## src/core/mtd_pkg.sv

```systemverilog
// Purpose: shared types and constants of the message task dispatcher
// Assumes: one processor clock, messages arrive from logic on that clock
// Notes:   message layout widths are fixed here for every file
package mtd_pkg;

    // ****************************************
    // message layout
    // ****************************************
    localparam int MTD_DEST_W  = 4;
    localparam int MTD_TASK_W  = 8;
    localparam int MTD_TOKEN_W = 6;
    localparam int MTD_ARG_W   = 32;
    localparam int MTD_NARGS   = 2;

    // ****************************************
    // default sizes
    // ****************************************
    localparam int MTD_NUM_CORES   = 1;
    localparam int MTD_THR_PER_CORE = 4;
    localparam int MTD_HOLD_DEPTH  = 4;
    localparam int MTD_NUM_CTX     = 64;

    typedef struct packed {
        logic [MTD_DEST_W-1:0]          dest;
        logic [MTD_TASK_W-1:0]          task_id;
        logic                           has_ctx;
        logic [MTD_TOKEN_W-1:0]         ctx_token;
        logic [MTD_NARGS*MTD_ARG_W-1:0] args;
    } mtd_msg_s;

    localparam mtd_msg_s MTD_MSG_RST = '0;

    // gray along boot -> init -> idle -> task -> idle
    typedef enum logic [1:0] {
        MTD_BOOT = 2'h0,
        MTD_INIT = 2'h1,
        MTD_IDLE = 2'h3,
        MTD_TASK = 2'h2
    } mtd_thr_state_e;

    localparam mtd_thr_state_e MTD_THR_RST = MTD_BOOT;

endpackage

```

## src/core/mtd_dispatcher.sv

```systemverilog
// Purpose: message driven task dispatch onto interchangeable threads
// Assumes: network and threads are logic on i_ref_clk
// Notes:   HOLD_DEPTH must be a power of two, at least two
`timescale 1ns/1ps
`default_nettype none
module mtd_dispatcher
    import mtd_pkg::*;
#(
    parameter int NUM_CORES  = MTD_NUM_CORES,
    parameter int THR_PER_CORE = MTD_THR_PER_CORE,
    parameter int HOLD_DEPTH = MTD_HOLD_DEPTH,
    parameter int NUM_CTX    = MTD_NUM_CTX,
    localparam int NT        = NUM_CORES * THR_PER_CORE,
    localparam int TW        = (NT > 1) ? $clog2(NT) : 1
) (
    input  wire logic              i_ref_clk,
    input  wire logic              i_reset_n,
    input  wire logic              i_rx_valid,
    input  wire mtd_msg_s          i_rx_msg,
    output logic                   o_rx_ready,
    input  wire logic [NT-1:0]     i_task_done,
    input  wire logic [NT-1:0]     i_tx_load,
    input  wire logic [NT-1:0]     i_send,
    input  wire logic [NT-1:0]     i_send_imm,
    input  wire mtd_msg_s [NT-1:0] i_tx_data,
    input  wire logic              i_tx_ready,
    output logic                   o_tx_valid,
    output mtd_msg_s               o_tx_msg,
    output logic [NT-1:0]          o_init_start,
    output logic [NT-1:0]          o_start,
    output mtd_msg_s [NT-1:0]      o_ext_regs,
    input  wire logic              i_ctx_req,
    input  wire logic [TW-1:0]     i_ctx_thread,
    input  wire logic [MTD_TOKEN_W-1:0] i_ctx_token,
    output logic                   o_ctx_grant,
    output logic                   o_ctx_deny
);

    localparam int PW = $clog2(HOLD_DEPTH);

    // ****************************************
    // thread slots
    // ****************************************
    logic [NT-1:0]     free;
    logic [NT-1:0]     held;
    logic [NT-1:0]     tx_pend;
    logic [NT-1:0]     disp;
    logic [NT-1:0]     tx_ack;
    mtd_msg_s [NT-1:0] tx_regs;
    mtd_msg_s          head;

    for (genvar g = 0; g < NT; g++) begin : g_thr
        mtd_thread_slot u_slot (
            .i_ref_clk    (i_ref_clk),
            .i_reset_n    (i_reset_n),
            .i_dispatch   (disp[g]),
            .i_msg        (head),
            .i_done       (i_task_done[g]),
            .i_tx_load    (i_tx_load[g]),
            .i_send       (i_send[g]),
            .i_send_imm   (i_send_imm[g]),
            .i_tx_data    (i_tx_data[g]),
            .i_tx_ack     (tx_ack[g]),
            .o_free       (free[g]),
            .o_init_start (o_init_start[g]),
            .o_start      (o_start[g]),
            .o_rx_regs    (o_ext_regs[g]),
            .o_ctx_held   (held[g]),
            .o_tx_pend    (tx_pend[g]),
            .o_tx_regs    (tx_regs[g])
        );
    end

    // ****************************************
    // hold queue, arrival order
    // ****************************************
    mtd_msg_s        hold_mem [HOLD_DEPTH];
    logic [PW-1:0]   wr_ptr_ff;
    logic [PW-1:0]   rd_ptr_ff;
    logic [PW:0]     cnt_ff;
    logic [PW:0]     nxt_cnt;
    logic            push;
    logic            pop;

    assign head = hold_mem[rd_ptr_ff];
    assign push = i_rx_valid && o_rx_ready;

    always_comb begin
        nxt_cnt = cnt_ff;
        if (push && !pop) begin
            nxt_cnt = cnt_ff + 1'b1;
        end else if (pop && !push) begin
            nxt_cnt = cnt_ff - 1'b1;
        end
    end

    always_ff @(posedge i_ref_clk) begin
        if (push) begin
            hold_mem[wr_ptr_ff] <= i_rx_msg;
        end
    end

    always_ff @(posedge i_ref_clk or negedge i_reset_n) begin
        if (!i_reset_n) begin
            wr_ptr_ff  <= '0;
            rd_ptr_ff  <= '0;
            cnt_ff     <= '0;
            o_rx_ready <= 1'b0;
        end else begin
            wr_ptr_ff  <= wr_ptr_ff + PW'(push);
            rd_ptr_ff  <= rd_ptr_ff + PW'(pop);
            cnt_ff     <= nxt_cnt;
            o_rx_ready <= nxt_cnt < (PW+1)'(HOLD_DEPTH);
        end
    end

    // ****************************************
    // dispatch selection
    // ****************************************
    logic          found;
    logic [TW-1:0] sel;
    logic          tok_busy;
    logic          tok_range_ok;

    // the head waits while another task holds its token, so later
    // messages also wait: order is kept at the price of some stall
    always_comb begin
        found    = 1'b0;
        sel      = '0;
        tok_busy = 1'b0;
        for (int i = 0; i < NT; i++) begin
            if (free[i] && !found) begin
                found = 1'b1;
                sel   = TW'(i);
            end
            if (held[i] && o_ext_regs[i].ctx_token == head.ctx_token) begin
                tok_busy = 1'b1;
            end
        end
    end

    assign tok_range_ok = int'(head.ctx_token) < NUM_CTX;
    assign pop = (cnt_ff != '0) && found &&
                 !(head.has_ctx && (tok_busy || !tok_range_ok));

    always_comb begin
        disp = '0;
        disp[sel] = pop;
    end

    // ****************************************
    // transmit arbitration
    // ****************************************
    logic          tx_found;
    logic [TW-1:0] tsel;
    logic          tx_go;

    always_comb begin
        tx_found = 1'b0;
        tsel     = '0;
        for (int i = 0; i < NT; i++) begin
            if (tx_pend[i] && !tx_found) begin
                tx_found = 1'b1;
                tsel     = TW'(i);
            end
        end
    end

    assign tx_go = tx_found && (!o_tx_valid || i_tx_ready);

    always_comb begin
        tx_ack = '0;
        tx_ack[tsel] = tx_go;
    end

    always_ff @(posedge i_ref_clk or negedge i_reset_n) begin
        if (!i_reset_n) begin
            o_tx_valid <= 1'b0;
            o_tx_msg   <= MTD_MSG_RST;
        end else if (tx_go) begin
            o_tx_valid <= 1'b1;
            o_tx_msg   <= tx_regs[tsel];
        end else if (i_tx_ready) begin
            o_tx_valid <= 1'b0;
        end
    end

    // ****************************************
    // context access check
    // ****************************************
    always_ff @(posedge i_ref_clk or negedge i_reset_n) begin
        if (!i_reset_n) begin
            o_ctx_grant <= 1'b0;
            o_ctx_deny  <= 1'b0;
        end else begin
            o_ctx_grant <= i_ctx_req && held[i_ctx_thread] &&
                o_ext_regs[i_ctx_thread].ctx_token == i_ctx_token;
            o_ctx_deny  <= i_ctx_req && !(held[i_ctx_thread] &&
                o_ext_regs[i_ctx_thread].ctx_token == i_ctx_token);
        end
    end

    // two holders of one token, judged across the slots, not by the gate
    logic dup_tok;

    always_comb begin
        dup_tok = 1'b0;
        for (int i = 0; i < NT; i++) begin
            for (int j = i + 1; j < NT; j++) begin
                if (held[i] && held[j] &&
                    o_ext_regs[i].ctx_token == o_ext_regs[j].ctx_token) begin
                    dup_tok = 1'b1;
                end
            end
        end
    end
endmodule
`default_nettype wire

```

## src/core/mtd_thread_slot.sv

```systemverilog
// Purpose: one hardware thread: life cycle, receive and transmit registers
// Assumes: the dispatcher offers a message only while o_free is high
// Notes:   a started task is never stopped by this slot
`timescale 1ns/1ps
`default_nettype none
module mtd_thread_slot
    import mtd_pkg::*;
(
    input  wire logic     i_ref_clk,
    input  wire logic     i_reset_n,
    input  wire logic     i_dispatch,
    input  wire mtd_msg_s i_msg,
    input  wire logic     i_done,
    input  wire logic     i_tx_load,
    input  wire logic     i_send,
    input  wire logic     i_send_imm,
    input  wire mtd_msg_s i_tx_data,
    input  wire logic     i_tx_ack,
    output logic          o_free,
    output logic          o_init_start,
    output logic          o_start,
    output mtd_msg_s      o_rx_regs,
    output logic          o_ctx_held,
    output logic          o_tx_pend,
    output mtd_msg_s      o_tx_regs
);

    mtd_thr_state_e state_ff;
    mtd_thr_state_e nxt_state;

    // ****************************************
    // thread life cycle
    // ****************************************
    always_comb begin
        nxt_state = state_ff;
        case (state_ff)
            MTD_BOOT: nxt_state = MTD_INIT;
            MTD_INIT: if (i_done) nxt_state = MTD_IDLE;
            MTD_IDLE: if (i_dispatch) nxt_state = MTD_TASK;
            MTD_TASK: if (i_done) nxt_state = MTD_IDLE;
            default:  nxt_state = MTD_BOOT;
        endcase
    end

    always_ff @(posedge i_ref_clk or negedge i_reset_n) begin
        if (!i_reset_n) begin
            state_ff     <= MTD_THR_RST;
            o_free       <= 1'b0;
            o_init_start <= 1'b0;
            o_start      <= 1'b0;
        end else begin
            state_ff     <= nxt_state;
            o_free       <= (nxt_state == MTD_IDLE);
            o_init_start <= (state_ff == MTD_BOOT);
            o_start      <= (state_ff == MTD_IDLE) && i_dispatch;
        end
    end

    // ****************************************
    // receive registers and token ownership
    // ****************************************
    always_ff @(posedge i_ref_clk or negedge i_reset_n) begin
        if (!i_reset_n) begin
            o_rx_regs  <= MTD_MSG_RST;
            o_ctx_held <= 1'b0;
        end else if (i_dispatch && state_ff == MTD_IDLE) begin
            o_rx_regs  <= i_msg;
            o_ctx_held <= i_msg.has_ctx;
        end else if (i_done) begin
            o_ctx_held <= 1'b0;
        end else if (i_tx_ack && o_tx_regs.has_ctx &&
                     o_tx_regs.ctx_token == o_rx_regs.ctx_token) begin
            // token travels on with the message
            o_ctx_held <= 1'b0;
        end
    end

    // ****************************************
    // transmit registers
    // ****************************************
    always_ff @(posedge i_ref_clk or negedge i_reset_n) begin
        if (!i_reset_n) begin
            o_tx_regs <= MTD_MSG_RST;
            o_tx_pend <= 1'b0;
        end else begin
            if ((i_tx_load || i_send_imm) && !o_tx_pend) begin
                o_tx_regs <= i_tx_data;
            end
            if (i_send || i_send_imm) begin
                o_tx_pend <= 1'b1;
            end else if (i_tx_ack) begin
                o_tx_pend <= 1'b0;
            end
        end
    end
endmodule
`default_nettype wire

```

## config.mk

```make
export PLATFORM = sky130hd
export DESIGN_NAME = mtd_dispatcher
export DESIGN_NICKNAME = d
export VERILOG_FILES = /design/src/core/mtd_pkg.sv /design/src/core/mtd_dispatcher.sv /design/src/core/mtd_thread_slot.sv
export SDC_FILE = /design/constraint.sdc
export NUM_CORES = 1
export LEC_CHECK = 0
export ABC_AREA = 1
export ABC_CLOCK_PERIOD_IN_PS = 10500
export BUFFER_PORTS_ARGS = -buffer_cell sky130_fd_sc_hd__buf_2
export CAP_MARGIN = 20
export CORE_AREA = 4 4 342 344
export CTS_BUF_LIST = sky130_fd_sc_hd__clkbuf_2 sky130_fd_sc_hd__clkbuf_4 sky130_fd_sc_hd__clkbuf_8
export DETAILED_ROUTE_END_ITERATION = 12
export DIE_AREA = 0 0 346 348
export PLACE_DENSITY_LB_ADDON = 0.1
export SKIP_CTS_REPAIR_TIMING = 1
export SLEW_MARGIN = 5
export SYNTH_ARGS = -nofsm -noshare
export SYNTH_HDL_FRONTEND = slang
export SYNTH_SLANG_ARGS = --single-unit
```

## constraint.sdc

```tcl
create_clock -name i_ref_clk -period 10.5 [get_ports i_ref_clk]
set_input_delay 1.575 -clock i_ref_clk [delete_from_list [all_inputs] [get_ports i_ref_clk]]
set_output_delay 1.575 -clock i_ref_clk [all_outputs]
set_load 0.01 [all_outputs]
```

* Yosys cells after proc, flatten, opt, wreduce, memory -nomap -nowiden
Memory sizes are Yosys's and may differ from the RTL's.
Cells that the tools add are included.
** Word-level totals
- Bits in writable memories :: 332
- Memories kept :: 1
- Logic and storage cells :: 261
- Input bits :: 444
- Bits in registers :: 786
** Memories
- hold_mem :: depth 4, width 83, rd ports 1, clocked after memory_dff 0, wr ports 1, line mtd_dispatcher.sv:77 : mtd_msg_s hold_mem [HOLD_DEPTH];
** Cells by class
- Add/subtract/negate cells :: 4
- Reduce and logical (&&, ||, !) cells :: 81
- Order comparisons :: 6
- Muxes and demuxes :: 66
- Bitwise gates (word level) :: 2
- Eq/ne operators :: 25
** Operator list (number)
- binary-select mux 83 bit (select 2 bit) :: 2
- two-way mux 83 bit :: 1
- two-way mux 70 bit :: 1
- equality test 6 bit :: 9
- two-way mux 1 bit :: 41
- logical AND 1 bit :: 39
- equality test 2 bit, second input constant :: 12
- two-way mux 2 bit :: 12
- case mux 2 bit (3 select lines) :: 4
- logical NOT 1 bit :: 15
- nonzero test 3 bit :: 5
- nonzero test 2 bit :: 5
- logical OR 1 bit :: 9
- < comparator 2 x 3 -> 1 bit, second input constant :: 3
- bitwise AND 4 bit :: 2
- equality test 2 x 1 -> 1 bit, second input constant :: 4
- logical NOT 2 bit :: 4
- OR reduction 2 bit :: 4
- two-way mux 3 bit :: 2
- adder 2 x 1 -> 2 bit :: 2
- demux 1 bit (select 2 bit) :: 2
- greater-or-equal comparator 2 x 1 -> 1 bit, second input constant :: 2
- adder 3 x 1 -> 3 bit, second input constant :: 1
- < comparator 3 bit, second input constant :: 1
- other kinds (2) :: 2

* Logic depth before layout (Yosys ltp)
Gate-level depths: netlist of run 1.
- Depth in word-level cells :: 20
- Depth in mapped cells :: 21

* Hierarchy
A second synthesis of run 1 with hierarchy kept.
** Second synthesis, totals
- Cells, all modules :: 4235
- Area total of the unflattened synthesis :: 45453.6 µm²
** Modules (own cells, without submodules)
- mtd_thread_slot :: seq. area each 4329.2 µm², area an instance 6575.1 µm², instances 4, cells an instance 584
- mtd_dispatcher :: seq. area each 12321.8 µm², area an instance 19153.4 µm², instances 1, cells an instance 1899

* Least setup slack after synthesis of run 1
No wires, ideal clock.
- Path type :: input to register
- From :: in i_rx_valid
- To :: mem hold_mem[0][0] (netlist name), enable pin
- Required time :: 9.873 ns
- Arrival time :: 7.325 ns
- Stages on the path :: 2
- Setup time :: 0.627 ns
- Slack :: 2.549 ns
- Path buffers :: 0
- Path through :: nand2_1 nor3_1
** On the way
- Cells in the longest elaborated chain, start to end :: 3
** RTL lines
- from (decl) :: line mtd_dispatcher.sv:18 : input wire logic i_rx_valid,
- logical AND 1 bit :: line mtd_dispatcher.sv:86 : assign push = i_rx_valid && o_rx_ready;
- two-way mux 1 bit :: line mtd_dispatcher.sv:98 : if (push) begin
- two-way mux 1 bit (not written as such) :: line mtd_dispatcher.sv:99 : hold_mem[wr_ptr_ff] <= i_rx_msg;
- to (decl) :: line mtd_dispatcher.sv:77
Every way passes these cells.

* Worst setup path in the final report of run 1
- From :: reg rd_ptr_ff[0]
- To :: reg g_thr[1].u_slot.o_rx_regs[29] (netlist name)
** On the way
- Cells in the longest elaborated chain, start to end :: 12
- Elaborated cells between the ends (all ways) :: 18
- Those cells by class :: eq/ne (4); mux (4); bitwise (1); reduce/logical (8); memory (1)
** RTL lines
- from (decl) :: line mtd_dispatcher.sv:79 : logic [PW-1:0] rd_ptr_ff;
- from (signal assigned) :: line mtd_dispatcher.sv:111 : rd_ptr_ff <= rd_ptr_ff + PW'(pop);
- memory (4 x 83 bit) (*)
- equality test 6 bit :: line mtd_dispatcher.sv:136 : if (held[i] && o_ext_regs[i].ctx_token == head.ctx_token) begin
- logical AND 1 bit :: line mtd_dispatcher.sv:136
- two-way mux 1 bit (4 in a row) :: line mtd_dispatcher.sv:136
- logical AND 1 bit :: line mtd_dispatcher.sv:144 : !(head.has_ctx && (tok_busy || !tok_range_ok));
- logical NOT 1 bit :: line mtd_dispatcher.sv:144
- logical AND 1 bit :: line mtd_dispatcher.sv:143 : assign pop = (cnt_ff != '0) && found &&
- bitwise AND 4 bit (no line)
- logical AND 1 bit :: line mtd_thread_slot.sv:66 : end else if (i_dispatch && state_ff == MTD_IDLE) begin
- to (signal assigned) :: line mtd_thread_slot.sv:67 : o_rx_regs <= i_msg;
- to (decl) :: line mtd_thread_slot.sv:22 : output mtd_msg_s o_rx_regs,
Mark *: on every way between the ends. The rest lies on a longest branch, timed or not.
A chain may end at the register's enable or synchronous reset.

==> impl_metrics.yaml, run 1 <==
sta:
  period_needed_ps: 5143
  whs_ps: 474.6
  period_share: 0.4898
  worst_clock_skew_ps: 48.01
  slew_headroom: 0.2534
  final_max_slew_viol_count: 0
  hold_violations: 0
  setup_viol: 0
  worst_pin_slew_ps: 1120
  rsz0062_at_grt: "no"
  finalSetupTns_ps: 0
  fmax_ghz: 0.1944
  timing.final.ws_setup_ps: 5357
place:
  dp.cells: 6251
  place_ws_ps: 5289
  io_buffers: 870
  dp.final_hpwl_um: 98360
  dpl_cell_area_um2: 50120
  gp_congestion: 0.8547
cts:
  clock_latency_ps: 860
  clock_path_buffers: 3
  clock-sinks: 1118
  cts_tree: "done"
  cts_root_buffer: "clkbuf_8"
  cts_buffers: 194
  clkTransAtPathRegs_ps: 60
  cts-htree-levels: 4
cells_and_area:
  fin_cells: 6641
  final_layout_size_suffix_gt1_frac: 0.2832
  area_growth_pct: 21.69
  final_cell_mix: "869 x buf_2, 785 x dfrtp_1, 778 x nand2_1, 415 x a21oi_1, 347 x nor2_1"
  final_cell_area_um2: 54500
  finalNetCount: 5397
  layout_commonest_cell: "buf_2"
die:
  die_w_um: 346
  ios: 871
  initial_core_util: 0.3933
  die_area_um2: 120400
  fp.dieH_um: 348
  core_um2: 113900
  row_count: 124
synthesis:
  synth_async_sr_flop_share: 0.7030
  synth_cells: 4080
  syn_avg_cell_area_um2: 10.98
  ys_seq_elements: 1118
  ys_seq_area_frac: 0.6618
  ys_types: 45
  synth_area_um2: 44790
  synth_nets: 4541
  synth_edf_count: 332
  yosysWarnings: 0
  synth-main-ff-cell: "dfrtp_1"
drt:
  drc: 0
  drt_wl_total_um: 146300
  wire_per_inst_um: 22.03
  ant_nets: 0
  vias: 33570
  drtIter0Drc: 2226
  vias_per_cell: 5.055
  dr.pass1.iters: 5
worst_setup_path:
  cpPeakStageDelay_ps: 1040
  required_ps: 11240
  start_kind: "register"
  crit_path_cell_trace: "buf_4, o21ai_0, o22ai_2, nand2_8, nand4_4, buf_4, buf_4, nand2_1, o21ai_2"
  critical_path.max_fanout: 91
  worstSetupPathType: "reg2reg"
  worstPathArrival_ps: 5880
  cp_slowest_cell: "dfrtp_4"
  path_delay_family: "buffers and inverters"
  path_buf_inv: 3
  worst_path_most_repeated_cell: "buf_4"
  setup.worst_path.end_class: "register"
global_route:
  grt_pass1_vias: 33230
  grt_max_degree: 156
  grt_usage: 0.2376
  global_route.overflow_total: 0
  grt_pass1_wl_um: 218500
  antenna_found_initial: 59
run:
  cap_violations: 0
power:
  power.density_nw_per_um2: 275.9
  vdd_drop_max_v: 0.0001549
  p_leak_uw: 0.02554
status:
  status: "completed"
worst_hold_path:
  hold_path.class: "reg2reg"
==> routing by layer <==
metal | wire length, um | track usage | vias up
met5 | 274 | 0 | -
met4 | 3434 | 0.06718 | 40
met3 | 11150 | 0.07062 | 270
met2 | 69330 | 0.3844 | 1068
met1 | 62140 | 0.3128 | 16470
li1 | - | - | 15720
==> path summary, 6_finish.rpt <==
kind	cells after the start	slack [ps]	endpoint	start
min in group asynchronous	1	760	g_thr[3].u_slot.o_tx_regs[3]	i_reset_n
max in group asynchronous	3	7570	g_thr[0].u_slot.o_rx_regs[3]	i_reset_n
setup / recovery	9	5360	g_thr[1].u_slot.o_rx_regs[29]	rd_ptr_ff[0]
setup reg to reg	9	5360	g_thr[1].u_slot.o_rx_regs[29]	rd_ptr_ff[0]
hold reg to reg	2	470	g_thr[3].u_slot.o_rx_regs[31]	g_thr[3].u_slot.o_rx_regs[31]
hold / removal	2	470	g_thr[3].u_slot.o_rx_regs[31]	g_thr[3].u_slot.o_rx_regs[31]
==> power by group <==
part           internal, uW  total (uW)  switching (uW)
clock                  2430        4300            1860
combinational          1540        4420            2890
sequential             5610        6320             707
==> final cells by class <==
type                    count  area, um^2
clock buffers             315        3835
clock inverters            43       435.4
inverters                 303        1146
diodes                     31       77.57
flip-flops and latches   1118       29640
fillers                 10880       59380
repair buffers            919        4777
multi-input cells        2400       12690
well taps                1512        1892
==> cells in the mapped netlist (27+ instances only) <==
library cell / instances / area (um^2)
buf_6: 41 / 461.7
nand3_1: 32 / 160.2
edfxtp_1: 332 / 9970
a21oi_1: 415 / 2077
a221oi_1: 66 / 578.1
o211ai_1: 82 / 615.6
nor2_1: 349 / 1310
inv_1: 300 / 1126
dfrtp_1: 786 / 19670
o21ai_1: 264 / 1321
buf_4: 27 / 202.7
mux2_2: 106 / 1194
a32o_1: 76 / 760.7
nand2_1: 780 / 2928
o21ai_0: 95 / 475.5
clkbuf_1: 168 / 630.6
==> state kept, by name (all words and copies together) (netlist names), 2 cells and up <==
| register | cells |
|---|---|
| g_thr.u_slot.o_tx_pend | 4 |
| g_thr.u_slot.o_start | 4 |
| o_tx_msg | 83 |
| wr_ptr_ff | 2 |
| g_thr.u_slot.o_tx_regs | 332 |
| g_thr.u_slot.o_rx_regs | 332 |
| g_thr.u_slot.o_free | 4 |
| cnt_ff | 3 |
| rd_ptr_ff | 2 |
| g_thr.u_slot.o_ctx_held | 4 |
| g_thr.u_slot.state_ff | 8 |
| hold_mem | 332 |
| g_thr.u_slot.o_init_start | 4 |
==> kinds of logic (layout without fill, tap and decap cells) <==
family,Yosys count,count (layout),synth area share
muxes,106,106,0.02665
xor gates and xnor gates,8,8,0.001565
and+or+nand+nor,1209,1209,0.1075
other,0,31,0
DFF,1118,1118,0.6618
adders and majority gates,17,17,0.004749
buffers and inverters,562,1580,0.05691
AOI/OAI and AO/OA,1060,1060,0.1408
==> worst reg2reg max path, delay by kind of cell, from the launching register on <==
kind,cells,cell delay [ps]
and+or+nand+nor,3,770
AOI/OAI and AO/OA,3,880
buffers and inverters,3,2380
DFF,1,1040
==> metrics by stage <==
stage	util	total power, uW
2_1_floorplan	-	8897
3_3_place_gp	0.4401	10810
3_5_place_dp	0.4401	10870
4_1_cts	0.4776	15240
5_1_grt	0.4781	15990
6_report	0.4786	15040
Power figures use the tool's default switching activity.
==> inputs of run 2 (changes only) <==
- ABC_CLOCK_PERIOD_IN_PS: 10500 -> 5200
- CORE_AREA: 4 4 342 344 -> 4 4 340 342
- DIE_AREA: 0 0 346 348 -> 0 0 344 346
- clock period: 10.5 -> 5.2 ns (I/O delays scaled with it)
==> run 2 against run 1 <==
Compared with the run above: worst hold slack worse by 310 ps; sequential cell count stayed put; non-clock buffer count is 4 higher; largest cell class unchanged; critical path depth is 5 higher; register-to-register slack worse by 4100 ps; sequential share of layout area is 0.10 points lower; combinational power is 100% higher; die area is 1.1% lower; worst setup slack worse by 4100 ps.
==> impl_metrics.yaml, run 2 (synthesis results as in run 1) <==
cts:
  clock_path_buffers: 3
  clkTransAtPathRegs_ps: 60
  cts_root_buffer: "clkbuf_8"
  clock_latency_ps: 840
  clock-sinks: 1118
  cts_buffers: 190
  cts-htree-levels: 4
  cts_tree: "done"
sta:
  worst_clock_skew_ps: 53.76
  period_share: 0.7533
  rsz0062_at_grt: "no"
  final_max_slew_viol_count: 0
  worst_pin_slew_ps: 1106
  period_needed_ps: 3917
  hold_violations: 0
  whs_ps: 162.9
  setup_viol: 0
  slew_headroom: 0.2628
  fmax_ghz: 0.2553
cells_and_area:
  layout_commonest_cell: "buf_2"
  multi_input_area_um2: 12690
  final_cell_area_um2: 54600
  fin_cells: 6622
  area_growth_pct: 21.91
  fill_cells: 10660
  finalNetCount: 5397
  top_regs: "g_thr.u_slot.o_rx_regs (332), g_thr.u_slot.o_tx_regs (332), hold_mem (332)"
  final_layout_size_suffix_gt1_frac: 0.2825
  ff_latch_area_um2: 29640
  final_cell_mix: "869 x buf_2, 785 x dfrtp_1, 778 x nand2_1, 415 x a21oi_1, 347 x nor2_1"
power:
  vdd_drop_max_v: 0.0003027
  clock_power_share: 0.283
  pwr-share-seq: 0.419
  power_uw: 30110
  power.density_nw_per_um2: 551.4
  p_leak_uw: 0.02558
  power_frac_comb: 0.298
  p_sw_uw: 10770
  p_int_uw: 19340
  switching_share: 0.3577
place:
  dpl_cell_area_um2: 50330
  dp.final_hpwl_um: 96710
  gp_congestion: 0.8619
  dp.cells: 6243
  io_buffers: 870
drt:
  wire_per_inst_um: 21.69
  drtIter0Drc: 1901
  drc: 0
  vias_per_cell: 5.046
  drt_wl_total_um: 143600
  ant_nets: 0
  dr.pass1.iters: 6
  vias: 33420
global_route:
  grt_max_degree: 151
  global_route.overflow_total: 0
  antenna_found_initial: 52
  grt_usage: 0.2354
  grt_pass1_wl_um: 213300
  grt_pass1_vias: 33130
worst_setup_path:
  path_buf_inv: 2
  crit_path_cell_trace: "inv_6, nand3_1, nand2_2, nand2_1, nand2_1, nor2_1, nand2_1, nor2_1, nor2_1, nand2_2, nand2_8, nand4_4, buf_12, o21ai_0"
  worstPathArrival_ps: 4640
  cp_slowest_cell: "dfrtp_1"
  critical_path.max_fanout: 124
  cpPeakStageDelay_ps: 550
  start_kind: "register"
  required_ps: 5920
  path_delay_family: "simple AND/OR/NAND/NOR gates"
  setup.worst_path.end_class: "register"
  r2r_setup_slack_ps: 1280
  worstSetupPathType: "reg2reg"
status:
  status: "completed"
die:
  core_um2: 112300
  initial_core_util: 0.3986
  ios: 871
  die_area_um2: 119000
  fp.dieH_um: 346
  row_count: 123
  die_w_um: 344
worst_hold_path:
  hold_path.class: "in2reg"
run:
  cap_violations: 0
## run 2: power by group through the flow
| stage | sequential, uW | clock [uW] | combinational [uW] |
|---|---|---|---|
| after detailed placement | 12700 | 0 | 9160 |
| after floorplan | 13100 | 0 | 4840 |
| after CTS | 12600 | 8740 | 9160 |
| after global routing | 12900 | 9160 | 10000 |
| after global placement | 12700 | 0 | 9060 |
| final | 12600 | 8510 | 8980 |
## run 2: metrics by stage
stage | setup TNS, ps | util | setup slack, ps
after floorplan | -649420 | - | -1956
after global placement | 0 | 0.4480 | 1431
after detailed placement | 0 | 0.4480 | 1382
after CTS | 0 | 0.4853 | 1372
after global routing | 0 | 0.4856 | 943.0
final | 0 | 0.4860 | 1283
## run 2: worst paths after layout
| check | from | endpoint | cells past startpoint |
|---|---|---|---|
| max | rd_ptr_ff[1] | g_thr[3].u_slot.o_rx_regs[20] | 14 |
| min | i_rx_msg[72] | hold_mem[3][72] | 1 |
| max reg2reg | rd_ptr_ff[1] | g_thr[3].u_slot.o_rx_regs[20] | 14 |
| min reg2reg | g_thr[3].u_slot.o_rx_regs[23] | g_thr[3].u_slot.o_rx_regs[23] | 2 |
| max in group asynchronous | i_reset_n | g_thr[1].u_slot.o_tx_regs[30] | 4 |
| min in group asynchronous | i_reset_n | o_tx_msg[1] | 2 |
## run 2: layout make-up
cell class | count | share of cell area
Clock buffer | 320 | 0.07092
Timing Repair Buffer | 923 | 0.09116
Multi-Input combinational cell | 2400 | 0.2325
Sequential cell | 1118 | 0.5429
Inverter | 303 | 0.02104
Clock inverter | 30 | 0.005844
Tap cell | 1500 | 0.03437
Antenna cell | 28 | 0.001283
## run 2: layer usage
layer  track usage  routed length [um]
met5             0                 259
met4       0.08271                4718
met3       0.06343               11710
met2        0.3843               67740
met1        0.3034               59180
